File: src/rtl/lec_pkg.sv
// constants for the regulator enable and configuration block
package lec_pkg;
    // register offsets
    localparam logic [7:0] LEC_OFS_ENABLE_CFG   = 8'h55;
    localparam logic [7:0] LEC_OFS_OPTIONS      = 8'h56;
    localparam logic [7:0] LEC_OFS_VOLTAGE_CODE = 8'h57;
    localparam logic [7:0] LEC_OFS_PIN_SELECT   = 8'h58;
    // field positions
    localparam int LEC_SEQ_MSB        = 7;
    localparam int LEC_SEQ_LSB        = 5;
    localparam int LEC_SW_MSB         = 1;
    localparam int LEC_SW_LSB         = 0;
    localparam int LEC_BIT_SUPPLY     = 3;
    localparam int LEC_BIT_ACT_DSC    = 2;
    localparam int LEC_BIT_MODE       = 1;
    localparam int LEC_BIT_PSV_DSC    = 0;
    localparam int LEC_VCODE_W        = 5;
    // values after reset
    localparam logic [1:0] LEC_RST_SW_ENABLE = 2'h0;
    localparam logic [3:0] LEC_RST_OPTIONS   = 4'h0;
    localparam logic [4:0] LEC_RST_VCODE     = 5'h00;
    localparam logic [7:0] LEC_RST_PIN_SEL   = 8'h00;
    // output voltage scale in millivolts
    localparam logic [11:0] LEC_VOUT_BASE_MV = 12'h384;
    localparam logic [11:0] LEC_VOUT_STEP_MV = 12'h064;

    // boot slot codes
    typedef enum logic [2:0] {
        LEC_SEQ_OFF     = 3'b000,
        LEC_SEQ_ALWAYS  = 3'b001,
        LEC_SEQ_AT_0    = 3'b010,
        LEC_SEQ_AT_25   = 3'b011,
        LEC_SEQ_AT_50   = 3'b100,
        LEC_SEQ_RSVD5   = 3'b101,
        LEC_SEQ_RSVD6   = 3'b110,
        LEC_SEQ_SW_CTRL = 3'b111
    } lec_seq_t;

    // software enable codes
    typedef enum logic [1:0] {
        LEC_SW_OFF  = 2'b00,
        LEC_SW_ON   = 2'b01,
        LEC_SW_PIN  = 2'b10,
        LEC_SW_RSVD = 2'b11
    } lec_sw_t;
endpackage

File: src/rtl/lec_ldo_enable_control.sv
// enable control for two linear regulators; discharge, mode and voltage control for regulator B only
// Functional notes
// (RL1) Regulator A pin selects count only with slot code 111 and software enable code 10.
// (RL2) Regulator A pin enable is the OR of all selected control pin levels.
// (RL3) Bit n of regulator A pin select includes control pin n when set, excludes it when clear.
// (RL4) Regulator B slot code 000 keeps it off, 001 enables it while supply is present.
// (RL5) Slot codes 010, 011, 100 enable regulator B at the 0, 25 and 50 percent boot points.
// (RL6) Slot code 111 lets regulator B follow its software enable after the 100 percent point.
// (RL7) Regulator B software enable 00 disables and 01 enables it.
// (RL8) Regulator B pin selects count only with slot code 111 and software enable code 10.
// (RL9) Each set bit of regulator B pin select adds that pin to an OR-ed enable.
// (RL10) Supply select bit 3 picks external input when clear, the always-on rail when set.
// (RL11) Active discharge bit 2 adds discharge while enable is low, hard reset always discharges.
// (RL12) The switch mode bit is latched and only follows the register while the regulator is off.
// (RL13) Passive discharge bit 0 adds discharge while enable is low, hard reset always applies.
// (RL14) The 5-bit voltage code maps to 0.9 V plus 0.1 V per step, up to 4 V.
// (RL15) Reserved slot codes and software enable code 11 leave the regulator disabled.
`timescale 1ns/10ps
module lec_ldo_enable_control
    import lec_pkg::*;
#(
    parameter int PIN_COUNT_A = 5,
    parameter int PIN_COUNT_B = 8
) (
    // clock and reset
    input  wire logic                   clk,
    input  wire logic                   nrst,
    // register port
    input  wire logic [7:0]             regAddr,
    input  wire logic                   regWrite,
    input  wire logic [7:0]             regWrData,
    output logic      [7:0]             regRdData,
    // boot sequencer and supply status
    input  wire logic                   supplyPresent,
    input  wire logic                   bootAt0,
    input  wire logic                   bootAt25,
    input  wire logic                   bootAt50,
    input  wire logic                   bootAt100,
    input  wire logic                   hardReset,
    // straps and fields of regulator A
    input  wire logic [2:0]             reg_a_boot_slot_code,
    input  wire logic [1:0]             reg_a_sw_enable_field,
    input  wire logic [PIN_COUNT_A-1:0] regAPinSelect,
    // strap of regulator B
    input  wire logic [2:0]             reg_b_boot_slot_code,
    // multipurpose control pins
    input  wire logic [PIN_COUNT_B-1:0] multipurpose_control_pin,
    // regulator A output
    output logic                        regAPinEnable,
    // regulator B outputs
    output logic                        regBEnable,
    output logic                        regBUseAlwaysOnRail,
    output logic                        regBActiveDischarge,
    output logic                        regBPassiveDischarge,
    output logic                        regBSwitchMode,
    output logic      [11:0]            regBVoutMillivolts
);
    // pin select register and write port are one byte wide
    if (PIN_COUNT_A < 1 || PIN_COUNT_A > PIN_COUNT_B || PIN_COUNT_B != 8) begin : g_bad_pins
        $error("unsupported pin counts");
    end

    typedef struct packed {
        logic                   seqCaptured;
        logic [2:0]             seqCode;
        logic [1:0]             swEnable;
        logic [3:0]             options;
        logic [4:0]             vCode;
        logic [PIN_COUNT_B-1:0] pinSel;
        logic                   modeLatched;
        logic                   enA;
        logic                   enB;
        logic                   actDsc;
        logic                   psvDsc;
        logic [7:0]             rdData;
        logic [11:0]            voutMv;
    } lec_state_t;

    lec_state_t state_reg;
    lec_state_t state_next;

    logic pinOrA;
    logic pinOrB;
    logic enBNext;

    always_comb begin
        state_next = state_reg;
        // the regulator B strap is caught at the first edge after reset release; regulator A's is read live
        if (!state_reg.seqCaptured) begin
            state_next.seqCaptured = 1'b1;
            state_next.seqCode     = reg_b_boot_slot_code;
        end
        if (regWrite) begin
            unique case (regAddr)
                LEC_OFS_ENABLE_CFG: begin
                    state_next.swEnable = regWrData[LEC_SW_MSB:LEC_SW_LSB];
                end
                LEC_OFS_OPTIONS: begin
                    state_next.options = regWrData[3:0];
                end
                LEC_OFS_VOLTAGE_CODE: begin
                    state_next.vCode = regWrData[LEC_VCODE_W-1:0];
                end
                LEC_OFS_PIN_SELECT: begin
                    state_next.pinSel = regWrData[PIN_COUNT_B-1:0];
                end
                default: begin
                end
            endcase
        end
        // pin-driven enables are the OR of selected pins
        pinOrA = |(regAPinSelect & multipurpose_control_pin[PIN_COUNT_A-1:0]); // [RL2] [RL3]
        pinOrB = |(state_reg.pinSel & multipurpose_control_pin); // [RL9]
        state_next.enA = (reg_a_boot_slot_code == LEC_SEQ_SW_CTRL)
                      && (reg_a_sw_enable_field == LEC_SW_PIN) && pinOrA; // [RL1]
        enBNext = 1'b0;
        if (state_reg.seqCaptured) begin
            unique case (lec_seq_t'(state_reg.seqCode))
                LEC_SEQ_OFF:    enBNext = 1'b0; // [RL4]
                LEC_SEQ_ALWAYS: enBNext = supplyPresent; // [RL4]
                LEC_SEQ_AT_0:   enBNext = bootAt0; // [RL5]
                LEC_SEQ_AT_25:  enBNext = bootAt25; // [RL5]
                LEC_SEQ_AT_50:  enBNext = bootAt50; // [RL5]
                LEC_SEQ_SW_CTRL: begin
                    unique case (lec_sw_t'(state_reg.swEnable))
                        LEC_SW_OFF:  enBNext = 1'b0; // [RL7]
                        LEC_SW_ON:   enBNext = bootAt100; // [RL6] [RL7]
                        LEC_SW_PIN:  enBNext = bootAt100 && pinOrB; // [RL8]
                        LEC_SW_RSVD: enBNext = 1'b0; // [RL15]
                    endcase
                end
                LEC_SEQ_RSVD5,
                LEC_SEQ_RSVD6:  enBNext = 1'b0; // [RL15]
            endcase
        end
        state_next.enB = enBNext;
        // mode only follows the register while the regulator is off
        if (!state_reg.enB) begin
            state_next.modeLatched = state_reg.options[LEC_BIT_MODE]; // [RL12]
        end
        state_next.actDsc = hardReset
                         || (state_reg.options[LEC_BIT_ACT_DSC] && !enBNext); // [RL11]
        state_next.psvDsc = hardReset
                         || (state_reg.options[LEC_BIT_PSV_DSC] && !enBNext); // [RL13]
        state_next.voutMv = LEC_VOUT_BASE_MV
                         + LEC_VOUT_STEP_MV * {7'h00, state_reg.vCode}; // [RL14]
        unique case (regAddr)
            LEC_OFS_ENABLE_CFG:   state_next.rdData = {state_reg.seqCode, 3'h0,
                                                       state_reg.swEnable};
            LEC_OFS_OPTIONS:      state_next.rdData = {4'h0, state_reg.options};
            LEC_OFS_VOLTAGE_CODE: state_next.rdData = {3'h0, state_reg.vCode};
            LEC_OFS_PIN_SELECT:   state_next.rdData = state_reg.pinSel;
            default:              state_next.rdData = 8'h00;
        endcase
    end

    always_ff @(posedge clk or negedge nrst) begin
        if (!nrst) begin
            state_reg.seqCaptured <= 1'b0;
            state_reg.seqCode     <= 3'h0;
            state_reg.swEnable    <= LEC_RST_SW_ENABLE;
            state_reg.options     <= LEC_RST_OPTIONS;
            state_reg.vCode       <= LEC_RST_VCODE;
            state_reg.pinSel      <= LEC_RST_PIN_SEL;
            state_reg.modeLatched <= 1'b0;
            state_reg.enA         <= 1'b0;
            state_reg.enB         <= 1'b0;
            state_reg.actDsc      <= 1'b0;
            state_reg.psvDsc      <= 1'b0;
            state_reg.rdData      <= 8'h00;
            state_reg.voutMv      <= LEC_VOUT_BASE_MV;
        end else begin
            state_reg <= state_next;
        end
    end

    assign regRdData            = state_reg.rdData;
    assign regAPinEnable        = state_reg.enA;
    assign regBEnable           = state_reg.enB;
    assign regBUseAlwaysOnRail  = state_reg.options[LEC_BIT_SUPPLY]; // [RL10]
    assign regBActiveDischarge  = state_reg.actDsc;
    assign regBPassiveDischarge = state_reg.psvDsc;
    assign regBSwitchMode       = state_reg.modeLatched;
    assign regBVoutMillivolts   = state_reg.voutMv;

    property p_a_gated;
        @(posedge clk) disable iff (!nrst)
        !(reg_a_boot_slot_code == 3'b111 && reg_a_sw_enable_field == 2'b10)
            |=> !regAPinEnable;
    endproperty
    a_a_gated: assert property (p_a_gated) else $error("pin A enable without valid codes"); // [RL1]

    property p_a_or;
        @(posedge clk) disable iff (!nrst)
        (reg_a_boot_slot_code == 3'b111 && reg_a_sw_enable_field == 2'b10)
            |=> regAPinEnable == $past(|(regAPinSelect
                                      & multipurpose_control_pin[PIN_COUNT_A-1:0]));
    endproperty
    a_a_or: assert property (p_a_or) else $error("pin A enable not OR of pins"); // [RL2]

    property p_b_off;
        @(posedge clk) disable iff (!nrst)
        (state_reg.seqCode == 3'b000 || state_reg.seqCode == 3'b101
         || state_reg.seqCode == 3'b110) |=> !regBEnable;
    endproperty
    a_b_off: assert property (p_b_off) else $error("regulator B on with off code"); // [RL4]

    property p_b_always;
        @(posedge clk) disable iff (!nrst)
        (state_reg.seqCaptured && state_reg.seqCode == 3'b001)
            |=> regBEnable == $past(supplyPresent);
    endproperty
    a_b_always: assert property (p_b_always) else $error("supply enable wrong"); // [RL4]

    property p_b_boot25;
        @(posedge clk) disable iff (!nrst)
        (state_reg.seqCaptured && state_reg.seqCode == 3'b011)
            |=> regBEnable == $past(bootAt25);
    endproperty
    a_b_boot25: assert property (p_b_boot25) else $error("25 percent point ignored"); // [RL5]

    property p_b_sw;
        @(posedge clk) disable iff (!nrst)
        (state_reg.seqCode == 3'b111 && !bootAt100) |=> !regBEnable;
    endproperty
    a_b_sw: assert property (p_b_sw) else $error("enabled before 100 percent"); // [RL6]

    property p_b_reserved;
        @(posedge clk) disable iff (!nrst)
        (state_reg.swEnable == 2'b11 || state_reg.swEnable == 2'b00) |=> !regBEnable
            || $past(state_reg.seqCode) != 3'b111;
    endproperty
    a_b_reserved: assert property (p_b_reserved) else $error("reserved enable on"); // [RL15]

    property p_mode_hold;
        @(posedge clk) disable iff (!nrst)
        regBEnable |=> $stable(regBSwitchMode);
    endproperty
    a_mode_hold: assert property (p_mode_hold) else $error("mode changed while on"); // [RL12]

    property p_act_dsc;
        @(posedge clk) disable iff (!nrst)
        (state_reg.options[LEC_BIT_ACT_DSC] && !regBEnable && !hardReset)
            ##1 !regBEnable |-> regBActiveDischarge;
    endproperty
    a_act_dsc: assert property (p_act_dsc) else $error("no active discharge"); // [RL11]

    property p_psv_hr;
        @(posedge clk) disable iff (!nrst)
        hardReset |=> regBPassiveDischarge && regBActiveDischarge;
    endproperty
    a_psv_hr: assert property (p_psv_hr) else $error("no discharge in hard reset"); // [RL13]

    property p_vout;
        @(posedge clk) disable iff (!nrst)
        $past(state_reg.vCode) == 5'h1F && $stable(state_reg.vCode)
            |-> regBVoutMillivolts == 12'hFA0;
    endproperty
    a_vout: assert property (p_vout) else $error("full scale not 4 V"); // [RL14]
endmodule

File: config.mk
export PLATFORM = sky130hd
export DESIGN_NAME = lec_ldo_enable_control
export DESIGN_NICKNAME = d
export VERILOG_FILES = /design/src/rtl/lec_pkg.sv /design/src/rtl/lec_ldo_enable_control.sv
export SDC_FILE = /design/constraint.sdc
export NUM_CORES = 1
export LEC_CHECK = 0
export ABC_AREA = 1
export ABC_CLOCK_PERIOD_IN_PS = 4300
export BUFFER_PORTS_ARGS = -buffer_cell sky130_fd_sc_hd__buf_2
export CAP_MARGIN = 20
export CORE_UTILIZATION = 58
export CTS_BUF_LIST = sky130_fd_sc_hd__clkbuf_8
export CTS_CLUSTER_DIAMETER = 40
export CTS_CLUSTER_SIZE = 30
export DETAILED_ROUTE_END_ITERATION = 8
export GPL_ROUTABILITY_DRIVEN = 0
export PLACE_DENSITY = 0.88
export SYNTH_ARGS = -nofsm -noshare
export SYNTH_HDL_FRONTEND = slang
export SYNTH_SLANG_ARGS = --single-unit
File: constraint.sdc
create_clock -name clk -period 4.3 [get_ports clk]
set_clock_uncertainty 0.05 [all_clocks]
set_input_delay 0.215 -clock clk [delete_from_list [all_inputs] [get_ports clk]]
set_output_delay 0.215 -clock clk [all_outputs]
set_load 0.01 [all_outputs]
==> load_flow_metrics.sql, run 1 <==
INSERT INTO impl_metrics (metric_group, metric, value, unit) VALUES
('power', 'power_density', '306.3', 'nW/um^2'),
('sta', 'report.final.hold_viol_count', '0', ''),
('detailed_routing', 'detailedRoute.firstPassIterationCount', '4', ''),
('critical_path', 'worst-path-max-fanout', '5', ''),
('clock_network', 'postCtsSetupRepairBufs', '0', ''),
('global_route', 'antenna_violations_before_repair', '0', ''),
('critical_path', 'cp.required', '4440', 'ps'),
('detailed_routing', 'detailroute.via_count', '2041', ''),
('sta', 'setup_repair_after_global_routing_missed_its_margin', 'no', ''),
('critical_path', 'critical_path.endpoint_type', 'flip-flop', ''),
('synthesis', 'synth_async_sr_flop_share', '100.0', '%'),
('placement', 'pre_cts_ws', '1757', 'ps'),
('worst_hold_path', 'whs_path_depth', '3', ''),
('synthesis', 'synth.ff_latch_count', '46', ''),
('detailed_routing', 'drt_first_iter_violations', '120', ''),
('sta', 'finalWorstSetupSlack', '1735', 'ps'),
('synthesis', 'largest_family_of_logic_cells_by_synthesized_area', 'simple AND/OR/NAND/NOR gates', ''),
('sta', 'timing.max_slew.rel_slack', '51.97', '%'),
('clock_network', 'clkSinkCount', '46', ''),
('floorplan', 'fp.dieArea', '4661', 'sq um'),
('detailed_routing', 'wire_per_inst', '13.06', 'um'),
('clock_network', 'clk-insertion-delay-late', '300', 'ps'),
('synthesis', 'yosysTopAreaCell', 'sky130_fd_sc_hd__dfrtp_1', ''),
('power', 'vdd.ir_drop.worst', '0.0001295', 'V'),
('synthesis', 'compound_gate_portion_of_the_synthesized_area', '9.528', '%'),
('critical_path', 'critPathKind', 'flip-flop to flip-flop', ''),
('clock_network', 'clock_tree_from_tritoncts', 'yes', ''),
('placement', 'placement.io_buffers', '69', ''),
('synthesis', 'post_synth_adder_cell_area', '8.644', '%'),
('global_route', 'grt_pass1_wl', '8135', 'um'),
('floorplan', 'floorplan.io_pins', '72', ''),
('sta', 'final_max_slew_violation_count', '0', ''),
('critical_path', 'worst-endpoint-arrival', '2700', 'ps'),
('clock_network', 'cts.clk_slew.worst_paths', '90', 'ps'),
('floorplan', 'initial_utilization', '61.90', '%'),
('layout', 'area_growth', '14.05', '%'),
('global_route', 'global_route.usage.total', '24.36', '%'),
('global_route', 'overflow', '0', ''),
('placement', 'place.detailed.hpwl', '3879', 'um'),
('synthesis', 'synthTopCellsByArea', 'sky130_fd_sc_hd__dfrtp_1 (41%), sky130_fd_sc_hd__nand2_1 (11%), sky130_fd_sc_hd__ha_1 (7.9%)', ''),
('detailed_routing', 'wirelength', '5173', 'um'),
('detailed_routing', 'detail-route-antenna-nets', '0', ''),
('synthesis', 'synth.distinct_cells', '33', ''),
('sta', 'layout_min_cycle_time', '2565', 'ps'),
('outcome', 'run_status', 'finished, final reports clean', ''),
('synthesis', 'seq_area_frac_synth', '45.38', '%'),
('layout', 'diodes', '0', ''),
('layout', 'design.final.nets', '408', ''),
('sta', 'setup-tns-final', '0', 'ps'),
('clock_network', 'h-tree-depth', '2', ''),
('sta', 'layout_worst_path_cycle_share', '59.64', '%'),
('floorplan', 'die-width', '68.28', 'um'),
('synthesis', 'multiplexer_share_of_the_synthesized_area', '0', '%'),
('sta', 'worstMarginPinSlew', '715.0', 'ps'),
('synthesis', 'post_synth_xor_area_fraction', '4.371', '%'),
('layout', 'number_of_flip_flops_under_the_largest_register_name', '22', ''),
('critical_path', 'reg2reg_depth', '11', ''),
('worst_hold_path', 'timing.hold.worst_endpoint', 'regBActiveDischarge', ''),
('sta', 'final_count_of_negative_setup_slack_endpoints', '0', ''),
('worst_hold_path', 'hold_start', 'hardReset', ''),
('synthesis', 'synth.yosys.warnings', '0', ''),
('synthesis', 'ys_dominant_reg_cell', 'sky130_fd_sc_hd__dfrtp_1', ''),
('global_route', 'maximum_number_of_pins_on_one_net_before_global_route_repair', '47', ''),
('floorplan', 'rows', '23', ''),
('critical_path', 'crit_path_start_kind', 'flip-flop', ''),
('sta', 'fmax', '389.9', 'MHz'),
('job', 'cap_violations', '0', ''),
('critical_path', 'timing.rr.start', 'state_reg[37]', ''),
('synthesis', 'post-synth-top-area-fraction', '41.26', '%'),
('synthesis', 'gate_count_post_synth', '289', ''),
('placement', 'post-place-cells', '386', '');
## power breakdown
group	internal (mW)	leakage [nW]	switching, mW
sequential	0.465	0.580	0.0167
clock	0.116	0.0408	0.150
combinational	0.0608	1.03	0.0810
## worst max-delay path by stage
stage | startpoint | endpoint
floorplan | state_reg[34] | regBVoutMillivolts[11]
global placement | state_reg[34] | regBVoutMillivolts[11]
detailed placement | state_reg[34] | regBVoutMillivolts[11]
CTS | state_reg[34] | regBVoutMillivolts[11]
global route | state_reg[34] | regBVoutMillivolts[11]
finish | state_reg[37] | regBVoutMillivolts[11]
## cell usage after synthesis, types with 3 or more instances
master and instances:
sky130_fd_sc_hd__nand3_1 17, sky130_fd_sc_hd__inv_1 29, sky130_fd_sc_hd__a21oi_1 9, sky130_fd_sc_hd__nor3_1 3, sky130_fd_sc_hd__nor2_1 14, sky130_fd_sc_hd__xnor2_1 3, sky130_fd_sc_hd__o21ai_1 9, sky130_fd_sc_hd__nand2_1 73
sky130_fd_sc_hd__xor2_1 6, sky130_fd_sc_hd__dfrtp_1 42, sky130_fd_sc_hd__dfstp_2 4, sky130_fd_sc_hd__o21ai_0 9, sky130_fd_sc_hd__o21ai_2 6, sky130_fd_sc_hd__inv_2 4, sky130_fd_sc_hd__ha_1 16, sky130_fd_sc_hd__buf_4 22
sky130_fd_sc_hd__nand4_1 3
## metal layers
layer | vias up | track usage [%] | share of wire [%]
met5 | - | 0 | 0
met4 | 0 | 10.68 | 2.0
met3 | 11 | 4.000 | 5.7
met2 | 87 | 42.77 | 52
met1 | 922 | 28.99 | 41
li1 | 1021 | - | -
## critical path, cell delays in order, from the launching register on
cell and delay, ps:
sky130_fd_sc_hd__dfrtp_1 450, sky130_fd_sc_hd__ha_1 300, sky130_fd_sc_hd__ha_1 280, sky130_fd_sc_hd__ha_1 190, sky130_fd_sc_hd__inv_1 70, sky130_fd_sc_hd__fa_1 420, sky130_fd_sc_hd__xor2_1 240, sky130_fd_sc_hd__inv_1 90
sky130_fd_sc_hd__nor2_2 140, sky130_fd_sc_hd__nand2_1 80, sky130_fd_sc_hd__nand3_1 90, sky130_fd_sc_hd__nand2_1 50
## cells in the final DEF, fill, tap and decap left out, types with 2 or more instances in the layout
master / Yosys / routed
sky130_fd_sc_hd__o21ai_1: 9 / 9
sky130_fd_sc_hd__dfstp_2: 4 / 4
sky130_fd_sc_hd__o21ai_0: 9 / 9
sky130_fd_sc_hd__inv_2: 4 / 4
sky130_fd_sc_hd__buf_2: 0 / 69
sky130_fd_sc_hd__nand4_1: 3 / 3
sky130_fd_sc_hd__nor3_1: 3 / 3
sky130_fd_sc_hd__dfrtp_1: 42 / 42
sky130_fd_sc_hd__xor2_1: 6 / 6
sky130_fd_sc_hd__clkbuf_8: 0 / 5
sky130_fd_sc_hd__ha_1: 16 / 16
sky130_fd_sc_hd__nor2_1: 14 / 14
sky130_fd_sc_hd__inv_1: 29 / 29
sky130_fd_sc_hd__conb_1: 2 / 3
sky130_fd_sc_hd__xnor2_1: 3 / 3
sky130_fd_sc_hd__nand3_1: 17 / 17
sky130_fd_sc_hd__a22o_1: 2 / 2
sky130_fd_sc_hd__clkinvlp_4: 0 / 2
sky130_fd_sc_hd__nand2_2: 2 / 2
sky130_fd_sc_hd__nand2_1: 73 / 73
sky130_fd_sc_hd__o21ai_2: 6 / 6
sky130_fd_sc_hd__a21oi_1: 9 / 9
sky130_fd_sc_hd__a22oi_1: 2 / 2
## cell families after synthesis
logic type                 after synthesis
AOI/OAI and AO/OA                       40
xor gates and xnor gates                11
adders and majority gates               17
buffers and inverters                   56
DFF                                     46
other                                    2
and+or+nand+nor                        117
## area by class of cell
type / instances / area (sq um)
clock buffers: 5 / 68.82
clock inverters: 3 / 23.77
fillers: 310 / 1210
inverters: 33 / 123.9
multi-input cells: 188 / 1095
flip-flops and latches: 46 / 1156
well taps: 50 / 62.56
repair buffers: 71 / 375.4
## stage by stage
stage	hold WS, ps	total power, mW	area (sq um)
finish	64.90	0.8898	2905
global route	79.01	0.9378	2905
CTS	57.24	0.8904	2875
detailed placement	372.5	0.6288	2783
global placement	373.6	0.6224	2783
floorplan	-130.6	0.5851	2551
No activity file was read; power rests on OpenSTA's default activity.
==> run 2: changes to the inputs <==
- ABC_CLOCK_PERIOD_IN_PS: 4300 -> 2350
- CORE_UTILIZATION: 58 -> 49
- PLACE_DENSITY: 0.88 -> 0.79
- clock period: 4.3 -> 2.35 ns (I/O delays scaled with it)
==> load_flow_metrics.sql, run 2 (synthesis gave the netlist of run 1 again) <==
INSERT INTO impl_metrics (metric_group, metric, value, unit) VALUES
('sta', 'report.final.hold_viol_count', '0', ''),
('power', 'pwr-share-comb', '17.5', '%'),
('layout', 'final_instance_area', '3044', 'sq um'),
('detailed_routing', 'detailroute.via_count', '2084', ''),
('sta', 'setup_repair_after_global_routing_missed_its_margin', 'yes', ''),
('power', 'power_share_of_the_sequential_group', '53.4', '%'),
('clock_network', 'clk-insertion-delay-late', '290', 'ps'),
('detailed_routing', 'post_drt_via_cell_ratio', '4.892', ''),
('global_route', 'grt_pass1_wl', '7886', 'um'),
('layout', 'nFillCells', '413', ''),
('layout', 'post_route_cells_drive_above_1_share', '32.59', '%'),
('detailed_routing', 'detailedRoute.firstPassIterationCount', '4', ''),
('floorplan', 'coreArea', '4848', 'sq um'),
('placement', 'place.detailed.hpwl', '3864', 'um'),
('floorplan', 'height_of_the_die', '74.11', 'um'),
('clock_network', 'clkSinkCount', '46', ''),
('critical_path', 'cp.required', '2470', 'ps'),
('detailed_routing', 'drc_errors', '0', ''),
('power', 'power.internal', '1.213', 'mW'),
('layout', 'commonest_cells_after_routing_fill_and_taps_aside', 'sky130_fd_sc_hd__nand2_1 (71), sky130_fd_sc_hd__buf_2 (69), sky130_fd_sc_hd__dfrtp_1 (42), sky130_fd_sc_hd__inv_1 (29), sky130_fd_sc_hd__nand3_1 (17)', ''),
('global_route', 'overflow', '0', ''),
('clock_network', 'clock_tree_from_tritoncts', 'yes', ''),
('critical_path', 'timing.rr.start', 'state_reg[37]', ''),
('sta', 'final_count_of_negative_setup_slack_endpoints', '1', ''),
('detailed_routing', 'wirelength', '5039', 'um'),
('critical_path', 'reg2reg_setup_slack', '-10', 'ps'),
('worst_hold_path', 'whs_path_depth', '3', ''),
('global_route', 'global_route.usage.total', '19.02', '%'),
('power', 'power_switching', '432.7', 'uW'),
('critical_path', 'critPathKind', 'flip-flop to flip-flop', ''),
('outcome', 'run_status', 'complete, but fails checks', ''),
('detailed_routing', 'detail-route-antenna-nets', '0', ''),
('critical_path', 'regToRegEndpoint', 'regBVoutMillivolts[10]', ''),
('clock_network', 'cts.clk_slew.worst_paths', '80', 'ps'),
('detailed_routing', 'drt_first_iter_violations', '139', ''),
('clock_network', 'clock-root-buffer', 'sky130_fd_sc_hd__clkbuf_8', ''),
('worst_hold_path', 'hold_start', 'regWrData[5]', ''),
('sta', 'layout_worst_path_cycle_share', '100.4', '%'),
('floorplan', 'die-width', '74.11', 'um'),
('critical_path', 'critical_path.endpoint_type', 'flip-flop', ''),
('critical_path', 'worst-endpoint-arrival', '2480', 'ps'),
('worst_hold_path', 'holdCritPathClass', 'input port to flip-flop', ''),
('global_route', 'antenna_violations_before_repair', '0', ''),
('layout', 'design.final.nets', '421', ''),
('critical_path', 'reg2reg_depth', '10', ''),
('clock_network', 'cts_max_path_buffers', '2', ''),
('clock_network', 'tritoncts.num_buffers', '5', ''),
('sta', 'timing.max_slew.rel_slack', '62.52', '%'),
('job', 'cap_violations', '0', ''),
('power', 'switching_power_share_of_the_total', '26.30', '%'),
('outcome', 'failing_checks', 'setup timing', ''),
('sta', 'layout_min_cycle_time', '2360', 'ps'),
('power', 'p_clk_share', '29.1', '%'),
('detailed_routing', 'wire_per_inst', '11.83', 'um'),
('critical_path', 'worst-path-max-fanout', '2', ''),
('power', 'static-leakage-power', '1.719', 'nW'),
('floorplan', 'initial_utilization', '52.54', '%'),
('floorplan', 'rows', '25', ''),
('power', 'power_density', '540.5', 'nW/um^2'),
('critical_path', 'crit_path_start_kind', 'flip-flop', ''),
('worst_hold_path', 'timing.hold.worst_endpoint', 'state_reg[30]', ''),
('floorplan', 'floorplan.io_pins', '72', ''),
('sta', 'fmax', '423.7', 'MHz'),
('sta', 'worstMarginPinSlew', '562.2', 'ps'),
('global_route', 'grt_pass1_vias', '1822', ''),
('sta', 'final_max_slew_violation_count', '0', ''),
('placement', 'placement.io_buffers', '69', ''),
('sta', 'finalWorstSetupSlack', '-10.35', 'ps'),
('clock_network', 'h-tree-depth', '2', ''),
('floorplan', 'fp.dieArea', '5492', 'sq um'),
('layout', 'number_of_flip_flops_under_the_largest_register_name', '22', ''),
('layout', 'commonest_non_fill_non_tap_cell_in_the_layout', 'sky130_fd_sc_hd__nand2_1', ''),
('placement', 'detailed_place.area', '2882', 'sq um'),
('layout', 'finalCoreUtilization', '62.79', '%'),
('power', 'vdd.ir_drop.worst', '0.0002914', 'V'),
('layout', 'diodes', '0', ''),
('layout', 'area_growth', '19.50', '%'),
('global_route', 'maximum_number_of_pins_on_one_net_before_global_route_repair', '27', '');
## run 2: power by group through the flow
stage | Clock [mW] | Combinational [mW] | Sequential [mW]
final | 0.478 | 0.288 | 0.880
after global routing | 0.522 | 0.324 | 0.886
after CTS | 0.494 | 0.278 | 0.879
after detailed placement | 0 | 0.271 | 0.895
after global placement | 0 | 0.263 | 0.893
after floorplan | 0 | 0.176 | 0.895
## run 2: stage by stage
stage          hold slack [ps]  instances  setup TNS (ps)  setup slack [ps]  total power [mW]
6_report                 3.122        426          -10.35            -10.35             1.646
5_1_grt                  15.50        426          -308.9            -132.5             1.731
4_1_cts                  5.666        425               0             6.717             1.650
3_5_place_dp             102.9        413               0             3.789             1.166
3_3_place_gp             92.13        413               0             55.12             1.156
2_1_floorplan           -228.1        290               0             33.91             1.071
## run 2: worst max path at each step
stage / from / endpoint / slack (ps) / depth (start not counted)
final: state_reg[37] / regBVoutMillivolts[10] / -10 / 10
after global routing: state_reg[35] / regBVoutMillivolts[10] / -130 / 8
after CTS: state_reg[34] / regBVoutMillivolts[10] / 7 / 9
after detailed placement: state_reg[37] / regBVoutMillivolts[10] / 4 / 9
after global placement: state_reg[37] / regBVoutMillivolts[10] / 60 / 9
after floorplan: state_reg[34] / regBVoutMillivolts[10] / 30 / 9
## run 2: what timing repair did
action | 4_1_cts | 5_1_grt
gates resized for setup | 0 | 9
pin swaps | 0 | 7
endpoints found under the setup margin | 2 | 3
endpoints found under the hold margin | 24 | 0
buffers inserted | 1 | 1
hold buffers | 3 | 0
gates cloned | 0 | 0
## run 2: area by class of cell
class,instances,area [sq um],area share (%)
timing repair buffer,84,465.4,15.29
tap,67,83.83,2.754
inverter,33,123.9,4.069
multi-input combinational,188,1124,36.91
clock inverter,2,8.758,0.2877
clock buffer,6,82.58,2.713
sequential,46,1156,37.98
## run 2: critical path, stage by stage, from the launching register on
cell and delay (ps):
sky130_fd_sc_hd__dfrtp_1 400, sky130_fd_sc_hd__ha_1 300, sky130_fd_sc_hd__ha_1 280, sky130_fd_sc_hd__ha_2 180, sky130_fd_sc_hd__inv_2 40, sky130_fd_sc_hd__fa_2 390
sky130_fd_sc_hd__xor2_2 150, sky130_fd_sc_hd__inv_1 100, sky130_fd_sc_hd__nor2_1 120, sky130_fd_sc_hd__nand2_1 70, sky130_fd_sc_hd__xor2_1 160
## run 2: routing by layer
| metal | vias to the layer above | track usage, % | routed length, um |
|---|---|---|---|
| met5 | - | 0 | 0 |
| met4 | 0 | 5.556 | 46 |
| met3 | 6 | 4.201 | 329 |
| met2 | 90 | 28.48 | 2204 |
| met1 | 942 | 27.75 | 2459 |
| li1 | 1046 | - | - |
==> run 3: changes to the inputs <==
- ABC_AREA: 1 -> default
- CORE_UTILIZATION: 49 -> 48
- PLACE_DENSITY: 0.79 -> 0.78
==> load_flow_metrics.sql, run 3 <==
INSERT INTO impl_metrics (metric_group, metric, value, unit) VALUES
('layout', 'area_growth', '23.94', '%'),
('critical_path', 'worst-endpoint-arrival', '2550', 'ps'),
('floorplan', 'fp.dieArea', '5474', 'sq um'),
('layout', 'multi_input_comb_area', '1172', 'sq um'),
('global_route', 'overflow', '0', ''),
('floorplan', 'coreArea', '4848', 'sq um'),
('floorplan', 'initial_utilization', '51.30', '%'),
('power', 'static-leakage-power', '1.650', 'nW'),
('synthesis', 'netlist_top_cells_count', 'sky130_fd_sc_hd__dfrtp_1 (42), sky130_fd_sc_hd__buf_4 (21), sky130_fd_sc_hd__mux2_2 (21), sky130_fd_sc_hd__ha_1 (16), sky130_fd_sc_hd__inv_1 (9)', ''),
('layout', 'number_of_flip_flops_under_the_largest_register_name', '22', ''),
('detailed_routing', 'post_drt_via_cell_ratio', '5.047', ''),
('worst_hold_path', 'hold_start', 'reg_a_boot_slot_code[1]', ''),
('critical_path', 'critPathKind', 'flip-flop to flip-flop', ''),
('synthesis', 'synth.ff_latch_count', '46', ''),
('layout', 'post_route_cells_drive_above_1_share', '48.91', '%'),
('detailed_routing', 'detail-route-antenna-nets', '0', ''),
('detailed_routing', 'drt_first_iter_violations', '48', ''),
('layout', 'nFillCells', '370', ''),
('clock_network', 'cts.clk_slew.worst_paths', '80', 'ps'),
('synthesis', 'ys_dominant_reg_cell', 'sky130_fd_sc_hd__dfrtp_1', ''),
('synthesis', 'synth.distinct_cells', '40', ''),
('clock_network', 'clk-insertion-delay-late', '300', 'ps'),
('sta', 'layout_min_cycle_time', '2416', 'ps'),
('sta', 'setup_repair_after_global_routing_missed_its_margin', 'yes', ''),
('critical_path', 'worst_setup_path_endpoint', 'regBVoutMillivolts[10]', ''),
('global_route', 'maximum_number_of_pins_on_one_net_before_global_route_repair', '47', ''),
('clock_network', 'cts_max_path_buffers', '2', ''),
('floorplan', 'rows', '25', ''),
('synthesis', 'synth.most_common_cell', 'sky130_fd_sc_hd__dfrtp_1', ''),
('synthesis', 'synth.yosys.warnings', '0', ''),
('critical_path', 'crit_start', 'state_reg[37]', ''),
('sta', 'final_max_slew_violation_count', '0', ''),
('sta', 'worstMarginPinSlew', '500.8', 'ps'),
('global_route', 'global_route.usage.total', '18.42', '%'),
('clock_network', 'postCtsSetupRepairBufs', '0', ''),
('synthesis', 'gate_count_post_synth', '197', ''),
('global_route', 'grt_pass1_wl', '7410', 'um'),
('worst_hold_path', 'holdCritPathClass', 'input port to flip-flop', ''),
('clock_network', 'tritoncts.num_buffers', '5', ''),
('job', 'cap_violations', '0', ''),
('placement', 'detailed_place.area', '2843', 'sq um'),
('layout', 'seq_area', '1156', 'sq um'),
('sta', 'setup-tns-final', '-100.0', 'ps'),
('layout', 'commonest_non_fill_non_tap_cell_in_the_layout', 'sky130_fd_sc_hd__buf_2', ''),
('sta', 'finalWorstSetupSlack', '-65.82', 'ps'),
('layout', 'final-instance-count-excl-fill', '341', ''),
('floorplan', 'die-width', '73.99', 'um'),
('clock_network', 'clock-root-buffer', 'sky130_fd_sc_hd__clkbuf_8', ''),
('placement', 'place.detailed.hpwl', '3605', 'um'),
('synthesis', 'seq_area_frac_synth', '46.48', '%'),
('clock_network', 'clock_tree_from_tritoncts', 'yes', ''),
('layout', 'design.final.nets', '336', ''),
('floorplan', 'height_of_the_die', '73.99', 'um'),
('outcome', 'failing_checks', 'setup timing', ''),
('synthesis', 'synth_async_sr_flop_share', '100.0', '%'),
('layout', 'finalCoreUtilization', '63.59', '%'),
('critical_path', 'worst-path-max-fanout', '2', ''),
('sta', 'layout_worst_path_cycle_share', '102.8', '%'),
('synthesis', 'yosysTopAreaCell', 'sky130_fd_sc_hd__dfrtp_1', ''),
('sta', 'final_count_of_negative_setup_slack_endpoints', '2', ''),
('critical_path', 'crit_path_start_kind', 'flip-flop', ''),
('synthesis', 'synthTopCellsByArea', 'sky130_fd_sc_hd__dfrtp_1 (42%), sky130_fd_sc_hd__mux2_2 (9.5%), sky130_fd_sc_hd__ha_1 (8.0%)', ''),
('placement', 'placement.io_buffers', '69', ''),
('synthesis', 'post_synth.cell_area_avg', '12.63', 'sq um'),
('critical_path', 'regToRegEndpoint', 'regBVoutMillivolts[10]', ''),
('clock_network', 'h-tree-depth', '2', ''),
('synthesis', 'synthesis.area', '2487', 'sq um'),
('detailed_routing', 'wire_per_inst', '13.57', 'um'),
('critical_path', 'critical_path.endpoint_type', 'flip-flop', ''),
('critical_path', 'reg2reg_setup_slack', '-70', 'ps'),
('global_route', 'grt_pass1_vias', '1656', ''),
('global_route', 'antenna_violations_before_repair', '0', ''),
('layout', 'diodes', '0', ''),
('layout', 'commonest_cells_after_routing_fill_and_taps_aside', 'sky130_fd_sc_hd__buf_2 (69), sky130_fd_sc_hd__dfrtp_1 (42), sky130_fd_sc_hd__mux2_2 (21), sky130_fd_sc_hd__ha_1 (15), sky130_fd_sc_hd__buf_4 (10)', ''),
('sta', 'timing.max_slew.rel_slack', '66.62', '%'),
('placement', 'post-place-cells', '323', ''),
('detailed_routing', 'wirelength', '4628', 'um'),
('synthesis', 'post-synth-top-area-fraction', '42.25', '%'),
('detailed_routing', 'drc_errors', '0', ''),
('synthesis', 'synth-edff-count', '0', ''),
('outcome', 'run_status', 'complete, but fails checks', ''),
('critical_path', 'reg2reg_depth', '10', ''),
('layout', 'final_instance_area', '3083', 'sq um'),
('critical_path', 'timing.rr.start', 'state_reg[37]', ''),
('critical_path', 'cp.required', '2480', 'ps'),
('placement', 'pre_cts_ws', '-36.22', 'ps'),
('sta', 'report.final.hold_viol_count', '0', ''),
('power', 'vdd.ir_drop.worst', '0.0003258', 'V'),
('power', 'power_density', '534.3', 'nW/um^2'),
('detailed_routing', 'detailedRoute.firstPassIterationCount', '4', ''),
('floorplan', 'floorplan.io_pins', '72', ''),
('clock_network', 'clkSinkCount', '46', ''),
('detailed_routing', 'detailroute.via_count', '1721', ''),
('sta', 'fmax', '413.9', 'MHz');
==> run 3: changes by cell type after synthesis, sizes merged, moves of 4 or more <==
cell	before	now
nand3	17	6
xnor2	4	8
a21oi	9	4
o21ai	24	3
mux2	0	26
nand2	75	6
nor2	16	0
inv	33	11
==> run 3: logic make-up after synthesis <==
| group | after synthesis | synth area share (%) |
|---|---|---|
| mux | 26 | 12.53 |
| simple gates | 33 | 10.82 |
| flops | 46 | 46.48 |
| fa+ha+maj | 17 | 8.853 |
| other cells | 2 | 0.3019 |
| buf+inv | 32 | 7.998 |
| xor+xnor | 12 | 4.225 |
| compound gates | 29 | 8.803 |
==> run 3: final cells by class <==
class	count	share of cell area [%]
Clock buffer	6	2.679
Clock inverter	2	0.2841
Inverter	11	1.339
Multi-Input combinational cell	120	38.03
Sequential cell	46	37.50
Tap cell	67	2.719
Timing Repair Buffer	89	17.45
==> run 3: where the power goes <==
group | switching [mW] | internal, mW | leakage [nW]
Sequential | 0.0300 | 0.848 | 0.608
Combinational | 0.134 | 0.155 | 0.989
Clock | 0.248 | 0.233 | 0.0524
==> run 3: critical path, cell delays in order (launching register included) <==
cell                      delay [ps]
sky130_fd_sc_hd__dfrtp_1         400
sky130_fd_sc_hd__ha_1            300
sky130_fd_sc_hd__ha_1            280
sky130_fd_sc_hd__ha_2            190
sky130_fd_sc_hd__inv_2            50
sky130_fd_sc_hd__fa_2            210
sky130_fd_sc_hd__nor2b_1          50
sky130_fd_sc_hd__o21a_1          170
sky130_fd_sc_hd__or3_1           340
sky130_fd_sc_hd__and2_4          160
sky130_fd_sc_hd__xnor2_1         110
==> run 3: per-stage QoR <==
| stage | power [mW] | hold slack (ps) |
|---|---|---|
| after floorplan | 1.059 | -228.1 |
| after global placement | 1.152 | 261.4 |
| after detailed placement | 1.159 | 275.5 |
| after CTS | 1.653 | 8.298 |
| after global routing | 1.735 | 8.688 |
| final | 1.647 | 16.71 |
==> run 3: timing repair <==
action | 4_1_cts | 5_1_grt
endpoints found under the hold margin | 51 | 0
gates cloned | 0 | 0
setup endpoints to repair | 2 | 4
hold buffers | 9 | 0
gates resized for setup | 1 | 6
pin swaps | 1 | 0
==> run 3: how the worst min path moves through the flow <==
| stage | to | slack (ps) | cells past startpoint |
|---|---|---|---|
| 2_1_floorplan | regAPinEnable | -230 | 0 |
| 3_3_place_gp | regBPassiveDischarge | 260 | 2 |
| 3_5_place_dp | regBActiveDischarge | 280 | 1 |
| 4_1_cts | regAPinEnable | 8 | 3 |
| 5_1_grt | regAPinEnable | 9 | 3 |
| 6_report | regAPinEnable | 20 | 3 |
==> run 3: layer usage <==
layer	vias to the layer above	routed length [um]	track usage [%]
met4	0	78	8.333
met5	-	0	0
met1	824	2055	23.92
li1	839	-	-
met3	6	195	3.794
met2	52	2299	29.80
